<file path="src/rtl/usw_pkg.sv">
// Shared constants for the suspend and wake event logic.
// Assumes a 250 MHz core clock; all timing is counted in core clock cycles.
package usw_pkg;
  localparam int unsigned CLK_MHZ = 250;
  // Times in microseconds (revert time in nanoseconds), derived cycle counts below
  localparam int unsigned IDLE_DETECT_US = 3000;
  localparam int unsigned SUSPEND_LIMIT_US = 10000;
  localparam int unsigned RESUME_IDLE_US = 5000;
  localparam int unsigned REVERT_NS = 125000;
  localparam int unsigned RESUME_WAIT_US = 10000;
  localparam int unsigned CLK_PERIOD_NS = 4;
  localparam int unsigned IDLE_DETECT_CYC = IDLE_DETECT_US * CLK_MHZ;
  localparam int unsigned SUSPEND_LIMIT_CYC = SUSPEND_LIMIT_US * CLK_MHZ;
  localparam int unsigned RESUME_IDLE_CYC = RESUME_IDLE_US * CLK_MHZ;
  localparam int unsigned REVERT_CYC = REVERT_NS / CLK_PERIOD_NS;
  localparam int unsigned RESUME_WAIT_CYC = RESUME_WAIT_US * CLK_MHZ;
  localparam int unsigned CNT_W = 24;
  // Register byte offsets (designer's own map)
  localparam logic [7:0] OFS_STATUS = 8'h00;
  localparam logic [7:0] OFS_MASK = 8'h04;
  localparam logic [7:0] OFS_CTRL = 8'h08;
  localparam logic [7:0] OFS_CPUCFG = 8'h0c;
  localparam logic [7:0] OFS_WAKE = 8'h10;
  localparam logic [7:0] OFS_STATE = 8'h14;
  // Status and mask bit positions
  localparam int unsigned BIT_WAKE_FLAG = 2;
  localparam int unsigned BIT_SUSP_FLAG = 4;
  // Control bit positions
  localparam int unsigned BIT_RWU_EN = 5;
  localparam int unsigned BIT_LP_EN = 6;
  // Port pin detect enables sit at cpu_config_reg bits 2..5
  localparam int unsigned BIT_PIN_EN_LO = 2;
  localparam int unsigned NUM_PINS = 4;
  // Wake event register: bit 0 bus power, bits 1..4 pins a..d
  localparam int unsigned NUM_SRC = 5;
  localparam logic [1:0] RESP_OKAY = 2'b00;
  localparam logic [1:0] RESP_SLVERR = 2'b10;
  typedef enum logic [4:0] {
    USW_ACTIVE = 5'b00001,
    USW_REVERT = 5'b00010,
    USW_REQUEST = 5'b00100,
    USW_SUSPEND = 5'b01000,
    USW_RESUME = 5'b10000
  } usw_state_e;
endpackage

</file>
<file path="src/rtl/usw_if.sv">
// AXI4-Lite link between the firmware-side master and the event block.
// Assumes one clock and active-low reset shared by both ends.
`timescale 1ns/1ps
interface usw_if (
  input wire logic clock,
  input wire logic rstn
);
  logic [7:0] awaddr;
  logic awvalid;
  logic awready;
  logic [31:0] wdata;
  logic [3:0] wstrb;
  logic wvalid;
  logic wready;
  logic [1:0] bresp;
  logic bvalid;
  logic bready;
  logic [7:0] araddr;
  logic arvalid;
  logic arready;
  logic [31:0] rdata;
  logic [1:0] rresp;
  logic rvalid;
  logic rready;
  logic irq;
  modport dev (
    input clock, rstn, awaddr, awvalid, wdata, wstrb, wvalid, bready,
    input araddr, arvalid, rready,
    output awready, wready, bresp, bvalid, arready, rdata, rresp, rvalid,
    output irq
  );
  modport fw (
    input clock, rstn, awready, wready, bresp, bvalid, arready, rdata,
    input rresp, rvalid, irq,
    output awaddr, awvalid, wdata, wstrb, wvalid, bready, araddr, arvalid,
    output rready
  );
endinterface

</file>
<file path="src/rtl/usw_dev.sv">
// Suspend entry and wake event logic with an AXI4-Lite register slave.
// Assumes bus idle and speed indications from a PHY, pins synchronous.
`timescale 1ns/1ps
// Contract
// RULE_01: Start suspend path after 3 ms idle
// RULE_02: Be suspended within 10 ms of idle; no limit timer here, suspend waits for the flag clear
// RULE_03: Resume only after 5 ms continuous idle
// RULE_04: Full speed: set suspend flag and interrupt
// RULE_05: High speed: revert within 0.125 ms first
// RULE_06: Firmware clears suspend flag before 10 ms
// RULE_07: Suspend on flag clear, stop clock if enabled
// RULE_08: Pulse per pin change, ORed together
// RULE_09: Set wake flag if enabled and clear
// RULE_10: Wake interrupt needs clock, enable, clear flag
// RULE_11: Pending wake flag blocks further interrupts
// RULE_12: Write 1 clears wake flag, sources kept
// RULE_13: Firmware clears wake flag before source bits
// RULE_14: Firmware reads sources, handles each
// RULE_15: Write 1 clears only selected source bits
// RULE_16: Suspend flag bit 4, write 1 clears
// RULE_17: Resume on wake clear or 10 ms
// RULE_18: Bus power always, pins gated by enables
// RULE_19: Stopped clock latches event, interrupts later
// RULE_20: Idle counter restarts on bus activity
// RULE_21: Interrupt is OR of masked flags
module usw_dev
  import usw_pkg::*;
#(
  parameter int unsigned IDLE_CYC = IDLE_DETECT_CYC,
  parameter int unsigned REV_CYC = REVERT_CYC,
  parameter int unsigned RES_IDLE_CYC = RESUME_IDLE_CYC,
  parameter int unsigned RES_WAIT_CYC = RESUME_WAIT_CYC
) (
  usw_if.dev bus,
  input wire logic bus_idle,
  input wire logic high_speed,
  input wire logic bus_power,
  input wire logic wake_pin_a,
  input wire logic wake_pin_b,
  input wire logic wake_pin_c,
  input wire logic wake_pin_d,
  output logic revert_full_speed,
  output logic suspended,
  output logic core_clock_stop,
  output logic resume_signal
);
  logic clock;
  logic rstn;
  assign clock = bus.clock;
  assign rstn = bus.rstn;

  usw_state_e state;
  usw_state_e next_state;
  logic [CNT_W-1:0] idle_cnt;
  logic [CNT_W-1:0] tmr;
  logic suspend_request_flag;
  logic wake_event_flag;
  logic [7:0] usb_irq_mask_reg;
  logic [7:0] usb_ctrl_reg;
  logic [7:0] cpu_config_reg;
  logic [NUM_SRC-1:0] wake_event_reg;
  logic [NUM_SRC-1:0] pin_q;
  logic [NUM_SRC-1:0] pin_now;
  logic [NUM_SRC-1:0] pin_en;
  logic [NUM_SRC-1:0] change_pulse;
  logic set_pulse;
  logic wake_pend;
  logic [1:0] aw_have;
  logic [7:0] aw_addr;
  logic [31:0] w_data;
  logic [3:0] w_strb;

  // Pin sampling and change detection
  assign pin_now = {wake_pin_d, wake_pin_c, wake_pin_b, wake_pin_a, bus_power};
  assign pin_en = {cpu_config_reg[BIT_PIN_EN_LO +: NUM_PINS], 1'b1}; // RULE_18
  assign change_pulse = (pin_now ^ pin_q) & pin_en; // RULE_08
  assign set_pulse = |change_pulse; // RULE_08
  assign core_clock_stop = (state == USW_SUSPEND) &
    usb_ctrl_reg[BIT_LP_EN]; // RULE_07
  assign suspended = (state == USW_SUSPEND);
  assign revert_full_speed = (state == USW_REVERT);
  assign resume_signal = (state == USW_RESUME);
  wire idle_done = (idle_cnt >= CNT_W'(IDLE_CYC)); // RULE_01
  wire rwu_ok = (idle_cnt >= CNT_W'(RES_IDLE_CYC)); // RULE_03
  // Leave on the last revert cycle so the state lasts REV_CYC cycles at most
  wire rev_done = (tmr >= CNT_W'(REV_CYC - 1)); // RULE_05
  wire res_timeout = (tmr >= CNT_W'(RES_WAIT_CYC)); // RULE_17

  // Bus write decode
  wire wr_go = (aw_have == 2'b11) & ~bus.bvalid;
  wire wr_status = wr_go & (aw_addr == OFS_STATUS) & w_strb[0];
  wire wr_mask = wr_go & (aw_addr == OFS_MASK) & w_strb[0];
  wire wr_ctrl = wr_go & (aw_addr == OFS_CTRL) & w_strb[0];
  wire wr_cfg = wr_go & (aw_addr == OFS_CPUCFG) & w_strb[0];
  wire wr_wake = wr_go & (aw_addr == OFS_WAKE) & w_strb[0];
  wire clr_susp = wr_status & w_data[BIT_SUSP_FLAG]; // RULE_16
  wire clr_wake = wr_status & w_data[BIT_WAKE_FLAG]; // RULE_12
  wire wr_mapped = (aw_addr == OFS_STATUS) | (aw_addr == OFS_MASK) |
    (aw_addr == OFS_CTRL) | (aw_addr == OFS_CPUCFG) |
    (aw_addr == OFS_WAKE) | (aw_addr == OFS_STATE);
  wire wake_en = usb_irq_mask_reg[BIT_WAKE_FLAG];
  // Clock stopped: event is only latched, flag waits for clock return
  wire clk_run = ~core_clock_stop; // RULE_19
  wire set_wake = (set_pulse | wake_pend) & clk_run & wake_en &
    ~wake_event_flag; // RULE_09 RULE_10 RULE_11

  // Suspend state machine
  always_comb begin
    next_state = state;
    case (state)
      USW_ACTIVE: begin
        if (idle_done) begin
          next_state = high_speed ? USW_REVERT : USW_REQUEST; // RULE_04
        end
      end
      USW_REVERT: begin
        if (rev_done) begin
          next_state = USW_REQUEST; // RULE_05
        end
      end
      USW_REQUEST: begin
        if (!bus_idle) begin
          next_state = USW_ACTIVE;
        end else if (!suspend_request_flag) begin
          next_state = USW_SUSPEND; // RULE_07 RULE_02
        end
      end
      USW_SUSPEND: begin
        if (!bus_idle) begin
          next_state = USW_ACTIVE;
        end else if (usb_ctrl_reg[BIT_RWU_EN] && wake_event_flag &&
                     rwu_ok && (clr_wake || res_timeout)) begin
          next_state = USW_RESUME; // RULE_17 RULE_03
        end
      end
      USW_RESUME: begin
        next_state = USW_ACTIVE;
      end
      default: next_state = USW_ACTIVE;
    endcase
  end

  always_ff @(posedge clock or negedge rstn) begin
    if (!rstn) begin
      state <= USW_ACTIVE;
    end else begin
      state <= next_state;
    end
  end

  // Idle counter restarted by bus activity
  always_ff @(posedge clock or negedge rstn) begin
    if (!rstn) begin
      idle_cnt <= '0;
    end else if (!bus_idle) begin
      idle_cnt <= '0; // RULE_20
    end else if (idle_cnt != '1) begin
      idle_cnt <= idle_cnt + 1'b1; // RULE_20
    end
  end

  // Revert timer and resume wait timer, restarted on state change
  always_ff @(posedge clock or negedge rstn) begin
    if (!rstn) begin
      tmr <= '0;
    end else if (next_state != state) begin
      tmr <= '0;
    end else if (tmr != '1 && (state != USW_SUSPEND || wake_event_flag)) begin
      tmr <= tmr + 1'b1;
    end
  end

  // Suspend request flag: set beats clear
  always_ff @(posedge clock or negedge rstn) begin
    if (!rstn) begin
      suspend_request_flag <= 1'b0;
    end else if (next_state == USW_REQUEST && state != USW_REQUEST) begin
      suspend_request_flag <= 1'b1; // RULE_04 RULE_05
    end else if (clr_susp) begin
      suspend_request_flag <= 1'b0; // RULE_16
    end
  end

  // Wake flag, pending latch, source bits and pin history
  always_ff @(posedge clock or negedge rstn) begin
    if (!rstn) begin
      wake_event_flag <= 1'b0;
      wake_pend <= 1'b0;
      wake_event_reg <= '0;
      pin_q <= '0;
    end else begin
      pin_q <= pin_now;
      if (set_wake) begin
        wake_event_flag <= 1'b1; // RULE_09
      end else if (clr_wake) begin
        wake_event_flag <= 1'b0; // RULE_12
      end
      if (set_wake) begin
        wake_pend <= 1'b0;
      end else if (set_pulse & wake_en & ~clk_run) begin
        wake_pend <= 1'b1; // RULE_19
      end
      // New events win over a same-cycle clear of their bit
      wake_event_reg <= (wake_event_reg &
        ~(wr_wake ? w_data[NUM_SRC-1:0] : '0)) | change_pulse; // RULE_15
    end
  end

  // Control and configuration registers
  always_ff @(posedge clock or negedge rstn) begin
    if (!rstn) begin
      usb_irq_mask_reg <= '0;
      usb_ctrl_reg <= '0;
      cpu_config_reg <= '0;
    end else begin
      if (wr_mask) usb_irq_mask_reg <= w_data[7:0];
      if (wr_ctrl) usb_ctrl_reg <= w_data[7:0];
      if (wr_cfg) cpu_config_reg <= w_data[7:0];
    end
  end

  // Interrupt line: masked flags ORed
  always_ff @(posedge clock or negedge rstn) begin
    if (!rstn) begin
      bus.irq <= 1'b0;
    end else begin
      bus.irq <= (wake_event_flag & wake_en) | (suspend_request_flag &
        usb_irq_mask_reg[BIT_SUSP_FLAG]); // RULE_21
    end
  end

  // Write channel capture, response after both halves taken
  assign bus.awready = ~aw_have[0] & ~bus.bvalid;
  assign bus.wready = ~aw_have[1] & ~bus.bvalid;
  always_ff @(posedge clock or negedge rstn) begin
    if (!rstn) begin
      aw_have <= 2'b00;
      aw_addr <= '0;
      w_data <= '0;
      w_strb <= '0;
      bus.bvalid <= 1'b0;
      bus.bresp <= RESP_OKAY;
    end else begin
      if (bus.awvalid & bus.awready) begin
        aw_have[0] <= 1'b1;
        aw_addr <= bus.awaddr;
      end
      if (bus.wvalid & bus.wready) begin
        aw_have[1] <= 1'b1;
        w_data <= bus.wdata;
        w_strb <= bus.wstrb;
      end
      if (wr_go) begin
        bus.bvalid <= 1'b1;
        bus.bresp <= wr_mapped ? RESP_OKAY : RESP_SLVERR;
        aw_have <= 2'b00;
      end else if (bus.bvalid & bus.bready) begin
        bus.bvalid <= 1'b0;
      end
    end
  end

  // Read channel: one registered answer per address
  assign bus.arready = ~bus.rvalid;
  logic [31:0] rd_val;
  logic rd_ok;
  always_comb begin
    rd_ok = 1'b1;
    rd_val = '0;
    case (bus.araddr)
      OFS_STATUS: begin
        rd_val[BIT_WAKE_FLAG] = wake_event_flag;
        rd_val[BIT_SUSP_FLAG] = suspend_request_flag;
      end
      OFS_MASK: rd_val[7:0] = usb_irq_mask_reg;
      OFS_CTRL: rd_val[7:0] = usb_ctrl_reg;
      OFS_CPUCFG: rd_val[7:0] = cpu_config_reg;
      OFS_WAKE: rd_val[NUM_SRC-1:0] = wake_event_reg;
      OFS_STATE: rd_val[4:0] = state;
      default: rd_ok = 1'b0;
    endcase
  end
  always_ff @(posedge clock or negedge rstn) begin
    if (!rstn) begin
      bus.rvalid <= 1'b0;
      bus.rdata <= '0;
      bus.rresp <= RESP_OKAY;
    end else if (bus.arvalid & bus.arready) begin
      bus.rvalid <= 1'b1;
      bus.rdata <= rd_val;
      bus.rresp <= rd_ok ? RESP_OKAY : RESP_SLVERR;
    end else if (bus.rready) begin
      bus.rvalid <= 1'b0;
    end
  end
endmodule // usw_dev

</file>
<file path="src/flat_wrapper.sv">
// flat-port wrapper written by rule: the top's interface ports become plain ports
module usw_dev_flat import usw_pkg::*;
#(
  parameter int unsigned IDLE_CYC = IDLE_DETECT_CYC,
  parameter int unsigned REV_CYC = REVERT_CYC,
  parameter int unsigned RES_IDLE_CYC = RESUME_IDLE_CYC,
  parameter int unsigned RES_WAIT_CYC = RESUME_WAIT_CYC
)
  (bus_idle, high_speed, bus_power, wake_pin_a, wake_pin_b, wake_pin_c, wake_pin_d, revert_full_speed, suspended, core_clock_stop, resume_signal, clock, rstn, bus_awaddr, bus_awvalid, bus_wdata, bus_wstrb, bus_wvalid, bus_bready, bus_araddr, bus_arvalid, bus_rready, bus_awready, bus_wready, bus_bresp, bus_bvalid, bus_arready, bus_rdata, bus_rresp, bus_rvalid, bus_irq);
  usw_if bus_i (.clock(clock), .rstn(rstn));
  input wire logic bus_idle;
  input wire logic high_speed;
  input wire logic bus_power;
  input wire logic wake_pin_a;
  input wire logic wake_pin_b;
  input wire logic wake_pin_c;
  input wire logic wake_pin_d;
  output logic revert_full_speed;
  output logic suspended;
  output logic core_clock_stop;
  output logic resume_signal;
  input wire logic clock;
  input wire logic rstn;
  input wire logic [$bits(bus_i.awaddr)-1:0] bus_awaddr;
  input wire logic [$bits(bus_i.awvalid)-1:0] bus_awvalid;
  input wire logic [$bits(bus_i.wdata)-1:0] bus_wdata;
  input wire logic [$bits(bus_i.wstrb)-1:0] bus_wstrb;
  input wire logic [$bits(bus_i.wvalid)-1:0] bus_wvalid;
  input wire logic [$bits(bus_i.bready)-1:0] bus_bready;
  input wire logic [$bits(bus_i.araddr)-1:0] bus_araddr;
  input wire logic [$bits(bus_i.arvalid)-1:0] bus_arvalid;
  input wire logic [$bits(bus_i.rready)-1:0] bus_rready;
  output wire logic [$bits(bus_i.awready)-1:0] bus_awready;
  output wire logic [$bits(bus_i.wready)-1:0] bus_wready;
  output wire logic [$bits(bus_i.bresp)-1:0] bus_bresp;
  output wire logic [$bits(bus_i.bvalid)-1:0] bus_bvalid;
  output wire logic [$bits(bus_i.arready)-1:0] bus_arready;
  output wire logic [$bits(bus_i.rdata)-1:0] bus_rdata;
  output wire logic [$bits(bus_i.rresp)-1:0] bus_rresp;
  output wire logic [$bits(bus_i.rvalid)-1:0] bus_rvalid;
  output wire logic [$bits(bus_i.irq)-1:0] bus_irq;
  assign bus_i.awaddr = bus_awaddr;
  assign bus_i.awvalid = bus_awvalid;
  assign bus_i.wdata = bus_wdata;
  assign bus_i.wstrb = bus_wstrb;
  assign bus_i.wvalid = bus_wvalid;
  assign bus_i.bready = bus_bready;
  assign bus_i.araddr = bus_araddr;
  assign bus_i.arvalid = bus_arvalid;
  assign bus_i.rready = bus_rready;
  assign bus_awready = bus_i.awready;
  assign bus_wready = bus_i.wready;
  assign bus_bresp = bus_i.bresp;
  assign bus_bvalid = bus_i.bvalid;
  assign bus_arready = bus_i.arready;
  assign bus_rdata = bus_i.rdata;
  assign bus_rresp = bus_i.rresp;
  assign bus_rvalid = bus_i.rvalid;
  assign bus_irq = bus_i.irq;
  usw_dev #(.IDLE_CYC(IDLE_CYC), .REV_CYC(REV_CYC), .RES_IDLE_CYC(RES_IDLE_CYC), .RES_WAIT_CYC(RES_WAIT_CYC)) u_core (.bus(bus_i), .bus_idle(bus_idle), .high_speed(high_speed), .bus_power(bus_power), .wake_pin_a(wake_pin_a), .wake_pin_b(wake_pin_b), .wake_pin_c(wake_pin_c), .wake_pin_d(wake_pin_d), .revert_full_speed(revert_full_speed), .suspended(suspended), .core_clock_stop(core_clock_stop), .resume_signal(resume_signal));
endmodule
</file>
<file path="config.mk">
export PLATFORM = sky130hd
export DESIGN_NAME = usw_dev_flat
export DESIGN_NICKNAME = d
export VERILOG_FILES = /design/src/rtl/usw_pkg.sv /design/src/rtl/usw_if.sv /design/src/rtl/usw_dev.sv /design/src/flat_wrapper.sv
export SDC_FILE = /design/constraint.sdc
export NUM_CORES = 1
export LEC_CHECK = 0
export BUFFER_PORTS_ARGS = -buffer_cell sky130_fd_sc_hd__buf_2
export CAP_MARGIN = 20
export CELL_PAD_IN_SITES_DETAIL_PLACEMENT = 0
export CELL_PAD_IN_SITES_GLOBAL_PLACEMENT = 1
export CORE_MARGIN = 1.5
export CORE_UTILIZATION = 48
export CTS_CLUSTER_DIAMETER = 120
export CTS_CLUSTER_SIZE = 12
export DETAILED_ROUTE_END_ITERATION = 10
export GPL_TIMING_DRIVEN = 0
export HOLD_SLACK_MARGIN = 0.08
export PLACE_DENSITY_LB_ADDON = 0.15
export SLEW_MARGIN = 20
export SYNTH_ARGS = -nofsm -noshare
export SYNTH_HDL_FRONTEND = slang
export SYNTH_SLANG_ARGS = --single-unit
</file>
<file path="constraint.sdc">
create_clock -name clock -period 4.4 [get_ports clock]
set_input_delay 0.66 -clock clock [delete_from_list [all_inputs] [get_ports clock]]
set_output_delay 0.66 -clock clock [all_outputs]
set_load 0.02 [all_outputs]
</file>
Word level (Yosys, flattened, before mapping)
Cells that the tools add are included.
{ "classes": {"n_bitwise": 45, "eq_ne": 23, "mux": 34, "add_sub_neg": 2, "n_lt_le_gt_ge": 4, "reduce_logical": 19} }
{ "ops": {"columns": ["cell", "count"], "rows": [
  ["two-way mux 24 bit", 4],
  ["adder 24 x 1 -> 24 bit, second input constant", 2],
  ["inequality test 24 bit, second input constant", 2],
  ["two-way mux 5 bit", 7],
  ["== test 8 x 4 -> 1 bit, second input constant", 4],
  ["== test 8 x 5 -> 1 bit, second input constant", 4],
  ["bitwise AND 1 bit", 27],
  ["greater-or-equal comparator 24 x 15 -> 1 bit, second input constant", 1],
  ["greater-or-equal comparator 24 x 20 -> 1 bit, second input constant", 1],
  ["greater-or-equal comparator 24 x 21 -> 1 bit, second input constant", 1],
  ["greater-or-equal comparator 24 x 22 -> 1 bit, second input constant", 1],
  ["one-hot mux 5 bit (4 select lines)", 1],
  ["== test 8 x 3 -> 1 bit, second input constant", 2],
  ["logical NOT 8 bit", 2],
  ["nonzero test 2 bit", 8],
  ["two-way mux 1 bit", 13],
  ["one-hot mux 1 bit (6 select lines)", 2],
  ["bitwise AND 5 bit", 2],
  ["== test 5 x 3 -> 1 bit, second input constant", 2],
  ["one-hot mux 2 bit (5 select lines)", 1],
  ["one-hot mux 3 bit (3 select lines)", 1],
  ["bitwise OR 1 bit", 7],
  ["two-way mux 2 bit", 3],
  ["NOT 1 bit", 6],
  ["18 further kinds", 23]
]} }
{ "totals": {"out_inout_bits": 46, "elab_cells": 149, "reg_bits": 124} }

Longest topological paths before layout
Gate-level depths: netlist of the first run.
{ "depth": {"ltp_word": 13, "mapped_depth": 9} }

Worst setup path after synthesis of the first run
OpenSTA, ideal clock, no wires.
{ "synth_timing": {"path_type": "reg2reg", "from": "register u_core.state[0]", "to": "register u_core.tmr[4]", "stages_incl_launch_ff": 8, "slack_ns": 2.082, "path_buffers": 2, "period_less_slack_ns": 2.318, "required_time_ns": 4.265, "t_arrival_ns": 2.183, "setup_ns": 0.135, "path_cell_list": "dfstp_2 -> clkbuf_1 -> or3_1 -> nor2_1 -> nand2_1 -> a211oi_2 -> buf_2 -> a211oi_2"} }
{ "synth_via": {"elab_cells_between_ends": 17, "cone_classes": "6 x eq/ne; 8 x mux; 3 x reduce/logical"} }
{ "synth_lines": {"columns": ["element", "line_no", "source"], "rows": [
  ["from (decl)", "usw_dev.sv:52", "usw_state_e state;"],
  ["from (signal assigned)", "usw_dev.sv:147", "state <= next_state;"],
  ["== test 5 x 4 -> 1 bit *", null, null],
  ["via suspended", "flat_wrapper.sv:19", "output logic suspended;"],
  ["one-hot mux 5 bit (4 select lines) *", "usw_dev.sv:110", "case (state)"],
  ["inequality test 5 bit *", "usw_dev.sv:166", "end else if (next_state != state) begin"],
  ["two-way mux 24 bit / nonzero test 2 bit (equally long branches)", null, null],
  ["to (signal assigned)", "usw_dev.sv:169", "tmr <= tmr + 1'b1;"],
  ["to (decl)", "usw_dev.sv:55", "logic [CNT_W-1:0] tmr;"]
]} }
Mark *: on every way through the listed nets, which the timed path passes. The rest lies on a longest branch.
A chain may end at the register's enable or synchronous reset.

Worst setup path after layout of the first run
{ "layout_timing": {"from": "register u_core.state[3]", "to": "output resume_signal"} }
{ "layout_via": {"elab_chain_len": 1} }
{ "layout_rtl": {"columns": ["element", "line_no", "source"], "rows": [
  ["== test 5 bit", "usw_dev.sv:82", "assign resume_signal = (state == USW_RESUME);"],
  ["to (decl)", "flat_wrapper.sv:21", "output logic resume_signal;"]
]} }
Every way passes these cells.

==> results.yml, run 1 <==
drt:
  routedWlPerCell_microns: 16.3
  wl_mm: 15.5
  dr.pass1.iters: 6
  dr_wl_met2_mm: 7.43
  met1_length_mm: 7.21
  wl_met3_microns: 593
  route.detailed.drc: 0
  ant_nets: 0
  vias: 5473
  first_iter_violations: 371
  vias_per_cell: 5.73
  dr.max_layer_used: "met4"
synthesis:
  synth_area_leader_cell: "dfrtp_1"
  synth.most_common_cell: "dfrtp_1"
  synth_seq_cells: 122
  synth_top_area_share_pct: 45.0
  synth_edf_count: 0
  synthTopCellsByCount: "dfrtp_1, nand2_1, mux2_2"
  syn_inst: 661
  ys_seq_area_share_pct: 45.4
  syn_area_sq_um: 6730
  synthArstFlopShare_pct: 100
  synth_ff_type: "dfrtp_1"
  ys_types: 64
  yosysWarnings: 0
  synth_area_leaders: "dfrtp_1, mux2_2, a211oi_2"
  avgSynthCellArea_sq_um: 10.2
place:
  routabilityCongestion: 0.874
  place_area_sq_um: 7370
  portBuffers: 56
  dp_cells: 923
  dp_slack_ns: 1.78
  dpl.hpwl_mm: 11.3
timing:
  setup_slack_ns: 1.67
  slew_headroom_pct: 56.0
  fmax_mhz: 366
  fin_tns_setup_ns: 0
  tightest_slew_ns: 0.655
  min_period_over_period_pct: 62.1
  rsz0062_at_grt: "false"
  min_period_ns: 2.73
  setup_viol: 0
  hold_viol_final: 0
  maxSlewViolCount: 0
  finClkSkew_ns: 0.00722
  hold_ws_ns: 0.213
clock_tree:
  clock_latency_ns: 0.42
  cts_buffer_depth: 2
  htree_levels: 4
  cts_made_buffers: 17
  clock-sinks: 122
  cts-resized-gates: 0
  cts_tree: "done"
  cts_hold_buf: 0
  clk_pin_slew_ns: 0.06
  cts_root_buf: "clkbuf_16"
  post_cts_buffers: 0
layout:
  layout-drive-gt1-share_pct: 26.6
  finalNetCount: 833
  areaGrowthSynthToFinish_pct: 17.6
  utilization_pct: 57.5
  antenna_cells: 0
  fin_area_sq_um: 7920
  stdcell_count: 955
  reg.largest.list: "u_core.idle_cnt x24, u_core.tmr x24"
pwr:
  switching_share_pct: 30.2
  clkPwrFrac_pct: 38.1
  cellPowerDensity_nw_per_um2: 423
  p_total_mw: 3.35
  comb_power_share_pct: 17.9
  internal_power_mw: 2.34
  p_sw_mw: 1.01
  ir_worst_vdd_uv: 397
  seqPwrFrac_pct: 44.1
  p_leak_nw: 3.49
worst_setup_path:
  crit_arrival_ns: 2.07
  critPathLaunchType: "flop"
  required_ns: 3.74
  end_kind: "output port"
  critPathKind: "flop to output port"
  rr_worst_depth: 7
  r2r_end: "u_core.tmr[9]"
  r2r_setup_slack_ns: 1.76
  r2r-start: "u_core.state[0]"
  path_max_fanout: 9
job:
  cap_viol_max_count: 0
floorplan:
  core_area_sq_um: 13800
  die_w_microns: 121
  die_area_sq_um: 14700
  io_pins: 112
  die_h_microns: 121
  floorplan.rows: 43
  initial_core_util_pct: 48.9
grt:
  grt_pass1_wl_mm: 26.1
  grt_use_total_pct: 22.7
  grt_antenna_before_repair: 0
  grt_pass1_vias: 5276
  grt_max_degree: 68
  grt_overflow_total: 0
outcome:
  run_status: "finished, final reports clean"
worst_hold_path:
  hold_path.class: "primary input to async pin"
==> cell families after synthesis <==
family | synth area share [%]
AOI/OAI and AO/OA | 17.5
xor gates and xnor gates | 2.21
adders and majority gates | 0.929
buffers and inverters | 6.63
DFF | 45.4
muxes | 8.84
other | 0.0557
and+or+nand+nor | 18.5
==> per-layer routing <==
metal	up-vias	track usage (%)
li1	2631	-
met1	2685	30.5
met2	134	36.1
met3	23	4.98
met4	0	8.38
met5	-	0
==> layout by cell type, fill, tap and decap left out, types with 25 or more instances in the layout <==
master	count
dfrtp_1	121
buf_2	64
nand2_1	45
mux2_2	44
o21ai_0	35
nor2_1	28
nand3_1	26
a21oi_1	26
buf_4	26
conb_1	26
or3_1	25
==> worst max-delay path by stage <==
stage / from / endpoint / cells after the start
final: u_core.state[3] / resume_signal / 4
after global routing: u_core.state[3] / resume_signal / 4
after CTS: u_core.state[3] / resume_signal / 4
after detailed placement: u_core.tmr[0] / u_core.tmr[0] / 8
after global placement: rstn / u_core.w_data[7] / 1
after floorplan: u_core.state[0] / u_core.tmr[4] / 7
==> layout make-up <==
class                      instances  area (sq um)
fill                            1227          5860
multi-input combinational        482          3330
sequential                       122          3050
clock buffer                      20           457
buffer                            60           364
timing repair buffer              57           314
tap                              180           225
clock inverter                    12          92.6
inverter                          22          82.6
==> power by group through the flow <==
stage | clock network, mW | logic (mW) | registers [mW]
after floorplan | 0 | 0.439 | 1.45
after global placement | 0 | 0.581 | 1.48
after detailed placement | 0 | 0.605 | 1.49
after CTS | 1.30 | 0.608 | 1.47
after global routing | 1.35 | 0.665 | 1.51
final | 1.27 | 0.598 | 1.48
==> worst max-delay path, cell delays in order (launching register included) <==
cell	delay, ns
dfrtp_1	0.37
clkbuf_1	0.20
or2_2	0.35
nor4b_1	0.49
buf_2	0.26
Power figures use the tool's default switching activity.
==> run 2: changes to the inputs <==
--- a/config.mk
+++ b/config.mk
@@ -10,7 +10,7 @@
 export CELL_PAD_IN_SITES_DETAIL_PLACEMENT = 0
 export CELL_PAD_IN_SITES_GLOBAL_PLACEMENT = 1
 export CORE_MARGIN = 1.5
-export CORE_UTILIZATION = 48
+export CORE_UTILIZATION = 40
 export CTS_CLUSTER_DIAMETER = 120
 export CTS_CLUSTER_SIZE = 12
 export DETAILED_ROUTE_END_ITERATION = 10
==> constraint.sdc (replaced) <==
create_clock -name clock -period 2.4 [get_ports clock]
set_input_delay 0.36 -clock clock [delete_from_list [all_inputs] [get_ports clock]]
set_output_delay 0.36 -clock clock [all_outputs]
set_load 0.02 [all_outputs]
==> run 2 against run 1 <==
The flow now finishes with violations (setup timing). Highest routed layer unchanged. Die area grew 19%. Critical path depth grew 4. Total power grew 93%. Critical endpoint is now u_core.tmr[12].
==> results.yml, run 2 (same netlist as run 1, synthesis figures left out) <==
layout:
  stdcell_count: 1014
  finalNetCount: 852
  antenna_cells: 0
  mostFrequentLayoutCell: "dfrtp_1"
  layout-drive-gt1-share_pct: 29.0
  mostFrequentLayoutCells: "dfrtp_1, buf_2, nand2_1"
  reg.largest.list: "u_core.idle_cnt x24, u_core.tmr x24"
  areaGrowthSynthToFinish_pct: 23.6
  utilization_pct: 50.4
drt:
  first_iter_violations: 354
  dr.pass1.iters: 5
  vias: 5572
  wl_mm: 16.8
  route.detailed.drc: 0
  vias_per_cell: 5.50
  ant_nets: 0
  routedWlPerCell_microns: 16.6
worst_setup_path:
  path_max_fanout: 10
  required_ns: 2.72
  critPathLaunchType: "flop"
  critPathKind: "flop to flop"
  r2r_end: "u_core.tmr[12]"
  r2r-start: "u_core.tmr[0]"
  end_kind: "flop"
  crit_arrival_ns: 2.80
  rr_worst_depth: 8
  r2r_setup_slack_ns: -0.08
clock_tree:
  cts_tree: "done"
  clock_latency_ns: 0.42
  cts_root_buf: "clkbuf_16"
  cts_buffer_depth: 2
  clk_pin_slew_ns: 0.06
  htree_levels: 4
  cts_made_buffers: 17
  clock-sinks: 122
timing:
  maxSlewViolCount: 0
  setup_slack_ns: -0.0795
  rsz0062_at_grt: "true"
  finClkSkew_ns: 0.00976
  min_period_over_period_pct: 103
  fin_tns_setup_ns: -1.26
  min_period_ns: 2.48
  tightest_slew_ns: 0.735
  setup_viol: 24
  slew_headroom_pct: 50.6
  fmax_mhz: 403
  hold_viol_final: 0
grt:
  grt_pass1_wl_mm: 28.4
  met2_usage_pct: 33.8
  grt_pass1_vias: 5644
  use_met3_pct: 4.79
  gr-usage-met1_pct: 25.7
  grt_busiest_layer: "met2"
  grt_antenna_before_repair: 0
  grt_max_degree: 81
  grt_use_total_pct: 20.2
  grt_overflow_total: 0
floorplan:
  initial_core_util_pct: 40.8
  die_w_microns: 133
  die_area_sq_um: 17600
  core_area_sq_um: 16500
  floorplan.rows: 47
  io_pins: 112
  die_h_microns: 133
pwr:
  p_leak_nw: 3.63
  cellPowerDensity_nw_per_um2: 776
  ir_worst_vdd_uv: 639
place:
  dp_cells: 963
  routabilityCongestion: 0.880
  dpl.hpwl_mm: 12.1
  portBuffers: 56
job:
  cap_viol_max_count: 0
outcome:
  run_status: "finished, violations left"
  violations: "setup timing"
worst_hold_path:
  worstHoldStart: "bus_rready"
  hold_path.class: "primary input to flop"
  holdPathStages: 2
  whs_endpoint: "u_core.bus.rvalid"
-- run 2: changes by cell type in the layout (fill, tap and decap cells not counted), sizes merged, moves of 2 or more --
cell | previous run | this run
buf | 97 | 110
clkinv | 8 | 3
dlygate4sd3 | 0 | 6
bufinv | 0 | 2
-- run 2: worst max path at each step --
stage / from / endpoint / cells after the start
after global routing: u_core.tmr[0] / u_core.tmr[17] / 9
after detailed placement: u_core.tmr[0] / u_core.tmr[3] / 8
after CTS: u_core.tmr[0] / u_core.tmr[12] / 8
after global placement: rstn / u_core.w_data[7] / 1
after floorplan: u_core.state[0] / u_core.tmr[4] / 7
final: u_core.tmr[0] / u_core.tmr[12] / 8
-- run 2: metal layers --
metal,share of wire [%],up-vias
met5,0,-
met4,2.0,0
met3,4.6,26
met2,49,154
met1,45,2729
li1,-,2663
-- run 2: worst max-delay path, cell delays in order, from the launching register on --
cell and delay, ns:
dfrtp_1 0.42, ha_2 0.19, or4b_4 0.47, a211o_1 0.32
a211oi_4 0.33, o221ai_4 0.18, buf_12 0.18, buf_12 0.14
a211oi_2 0.15
-- run 2: layout make-up --
type	instances	area, sq um
well taps	220	275
fillers	1549	8200
repair buffers	77	517
flip-flops and latches	122	3050
clock inverters	11	136
plain buffers	59	378
inverters	22	82.6
multi-input cells	482	3420
clock buffers	21	460
-- run 2: through the flow --
step	worst slack, ns	area (sq um)	power (mW)	hold WS [ns]
finish	-0.0795	8320	6.46	0.128
global route	-0.193	8320	6.82	0.136
CTS	-0.0230	8280	6.52	0.115
detailed placement	-0.208	7420	3.87	0.319
global placement	-0.636	7380	3.80	0.469
floorplan	0.0824	6830	3.46	0.0644
-- run 2: report_power, final --
| group | leakage, nW | switching (mW) | total, mW | internal, mW |
|---|---|---|---|---|
| Combinational | 1.73 | 0.601 | 1.18 | 0.582 |
| Clock | 0.285 | 0.972 | 2.57 | 1.60 |
| Sequential | 1.61 | 0.330 | 2.71 | 2.38 |
-- run 2: repair_timing --
item / 4_1_cts / 5_1_grt
resized for setup: 17 / 4
setup endpoints to repair: 27 / 33
pin swaps: 6 / 3
hold buffers: 6 / 0
cloned: 1 / 0
setup buffers: 9 / 4
hold endpoints to repair: 47 / 0
==> run 3: changes to the inputs <==
--- a/config.mk
+++ b/config.mk
@@ -7,7 +7,7 @@
 export LEC_CHECK = 0
 export BUFFER_PORTS_ARGS = -buffer_cell sky130_fd_sc_hd__buf_2
 export CAP_MARGIN = 20
-export CELL_PAD_IN_SITES_DETAIL_PLACEMENT = 0
+export CELL_PAD_IN_SITES_DETAIL_PLACEMENT = 1
 export CELL_PAD_IN_SITES_GLOBAL_PLACEMENT = 1
 export CORE_MARGIN = 1.5
 export CORE_UTILIZATION = 40
@@ -16,6 +16,7 @@
 export DETAILED_ROUTE_END_ITERATION = 10
 export GPL_TIMING_DRIVEN = 0
 export HOLD_SLACK_MARGIN = 0.08
+export MAX_ROUTING_LAYER = met4
 export PLACE_DENSITY_LB_ADDON = 0.15
 export SLEW_MARGIN = 20
 export SYNTH_ARGS = -nofsm -noshare
==> run 3 against run 2 <==
The flow still finishes with violations (setup timing). Flip-flop and latch count stayed put. Total power is 1.0% higher. Sequential power hardly changed. Via count is 1.4% higher. Critical endpoint is now u_core.tmr[16]. Largest power group unchanged.
==> results.yml, run 3 (same netlist as run 1, synthesis figures left out) <==
outcome:
  run_status: "finished, violations left"
  violations: "setup timing"
grt:
  grt_max_degree: 78
  grt_pass1_wl_mm: 31.7
  grt_antenna_before_repair: 0
  grt_overflow_total: 0
  grt_pass1_vias: 6099
  grt_use_total_pct: 23.6
drt:
  vias_per_cell: 5.58
  wl_mm: 19.0
  route.detailed.drc: 0
  dr.pass1.iters: 4
  first_iter_violations: 263
  vias: 5649
  routedWlPerCell_microns: 18.8
  ant_nets: 0
layout:
  reg.largest.list: "u_core.idle_cnt x24, u_core.tmr x24"
  stdcell_count: 1013
  mostFrequentLayoutCells: "dfrtp_1, buf_2, nand2_1"
  layout-drive-gt1-share_pct: 29.8
  antenna_cells: 0
  finalNetCount: 851
  areaGrowthSynthToFinish_pct: 24.5
  mostFrequentLayoutCell: "dfrtp_1"
worst_setup_path:
  required_ns: 2.73
  critPathKind: "flop to flop"
  critPathSlowestCell: "or4_1"
  path_max_fanout: 5
  end_kind: "flop"
  worstPathCellList: "or4_1 > or3_1 > a211oi_4 > o221ai_4 > buf_12 > buf_8 > a211oi_2"
  crit_arrival_ns: 2.79
  max_stage_delay_ns: 0.56
  critPathLaunchType: "flop"
timing:
  fmax_mhz: 406
  maxSlewViolCount: 0
  tightest_slew_ns: 0.691
  min_period_ns: 2.46
  min_period_over_period_pct: 103
  finClkSkew_ns: 0.0113
  hold_viol_final: 0
  hold_ws_ns: 0.113
  fin_tns_setup_ns: -0.629
  setup_viol: 15
  rsz0062_at_grt: "true"
  setup_slack_ns: -0.0614
  slew_headroom_pct: 53.5
floorplan:
  floorplan.rows: 47
  initial_core_util_pct: 40.8
  io_pins: 112
  die_h_microns: 133
  core_area_sq_um: 16500
  die_w_microns: 133
  die_area_sq_um: 17600
clock_tree:
  clock-sinks: 122
  cts_tree: "done"
  htree_levels: 4
  clock_latency_ns: 0.42
  cts_made_buffers: 17
  cts_root_buf: "clkbuf_16"
  cts_buffer_depth: 2
  clk_pin_slew_ns: 0.06
place:
  dpl.hpwl_mm: 13.6
  routabilityCongestion: 0.883
  portBuffers: 56
  dp_cells: 963
pwr:
  cellPowerDensity_nw_per_um2: 779
  ir_worst_vdd_uv: 700
  p_leak_nw: 3.67
job:
  cap_viol_max_count: 0
worst_hold_path:
  hold_path.class: "primary input to flop"
run 3: changes by cell type in the layout (fill, tap and decap cells not counted), moves of 2 or more:
cell,previous run,this run
clkbuf_1,21,17
buf_16,1,3
buf_2,62,60
clkbuf_2,0,2
clkinv_2,0,2
run 3: final timing paths:
kind	endpoint	start	slack (ns)	cells after the start
max in group asynchronous	u_core.tmr[12]	rstn	1.18	3
max	u_core.tmr[16]	u_core.tmr[23]	-0.06	7
min in group asynchronous	u_core.idle_cnt[5]	rstn	0.46	2
min	u_core.bus.rvalid	bus_rready	0.11	2
max reg2reg	u_core.tmr[16]	u_core.tmr[23]	-0.06	7
min reg2reg	u_core.bus.rdata[5]	u_core.bus.rdata[5]	0.48	2
run 3: area by class of cell:
class,instances,area [sq um]
multi-input cells,482,3470
repair buffers,77,536
clock buffers,18,439
fillers,1856,8140
well taps,220,275
flip-flops and latches,122,3050
inverters,22,82.6
plain buffers,58,365
clock inverters,14,159
run 3: routing by layer:
metal | global-route usage, % | wire length [microns]
met1 | 27.8 | 8150
met3 | 4.44 | 560
met2 | 41.0 | 9970
met5 | - | 0
met4 | 7.20 | 325
run 3: per-stage QoR:
step                setup slack [ns]  area [sq um]  total power [mW]  util, %
global route                  -0.178          8380              6.87     50.7
global placement              -0.663          7380              3.80     44.7
detailed placement            -0.265          7420              3.90     44.9
CTS                           -0.101          8330              6.60     50.4
floorplan                     0.0824          6830              3.46        -
finish                       -0.0614          8380              6.53     50.7
run 3: repair_timing:
| item | in CTS | in global routing |
|---|---|---|
| endpoints found under the setup margin | 37 | 36 |
| endpoints found under the hold margin | 50 | 0 |
| buffers inserted | 9 | 3 |
| cloned | 2 | 0 |
| hold buffers | 6 | 0 |
| pin swaps | 6 | 5 |
| gates resized for setup | 24 | 11 |
run 3: power by group:
| group | leakage (nW) | total, mW | internal [mW] | switching (mW) |
|---|---|---|---|---|
| registers | 1.61 | 2.72 | 2.38 | 0.349 |
| clock network | 0.294 | 2.60 | 1.58 | 1.02 |
| logic | 1.76 | 1.20 | 0.572 | 0.632 |
run 3: critical path, delay by kind of cell (launching register included):
family / cells / cell delay, ns
and+or+nand+nor: 2 / 1.00
AOI/OAI and AO/OA: 3 / 0.62
DFF: 1 / 0.41
buffers and inverters: 2 / 0.33
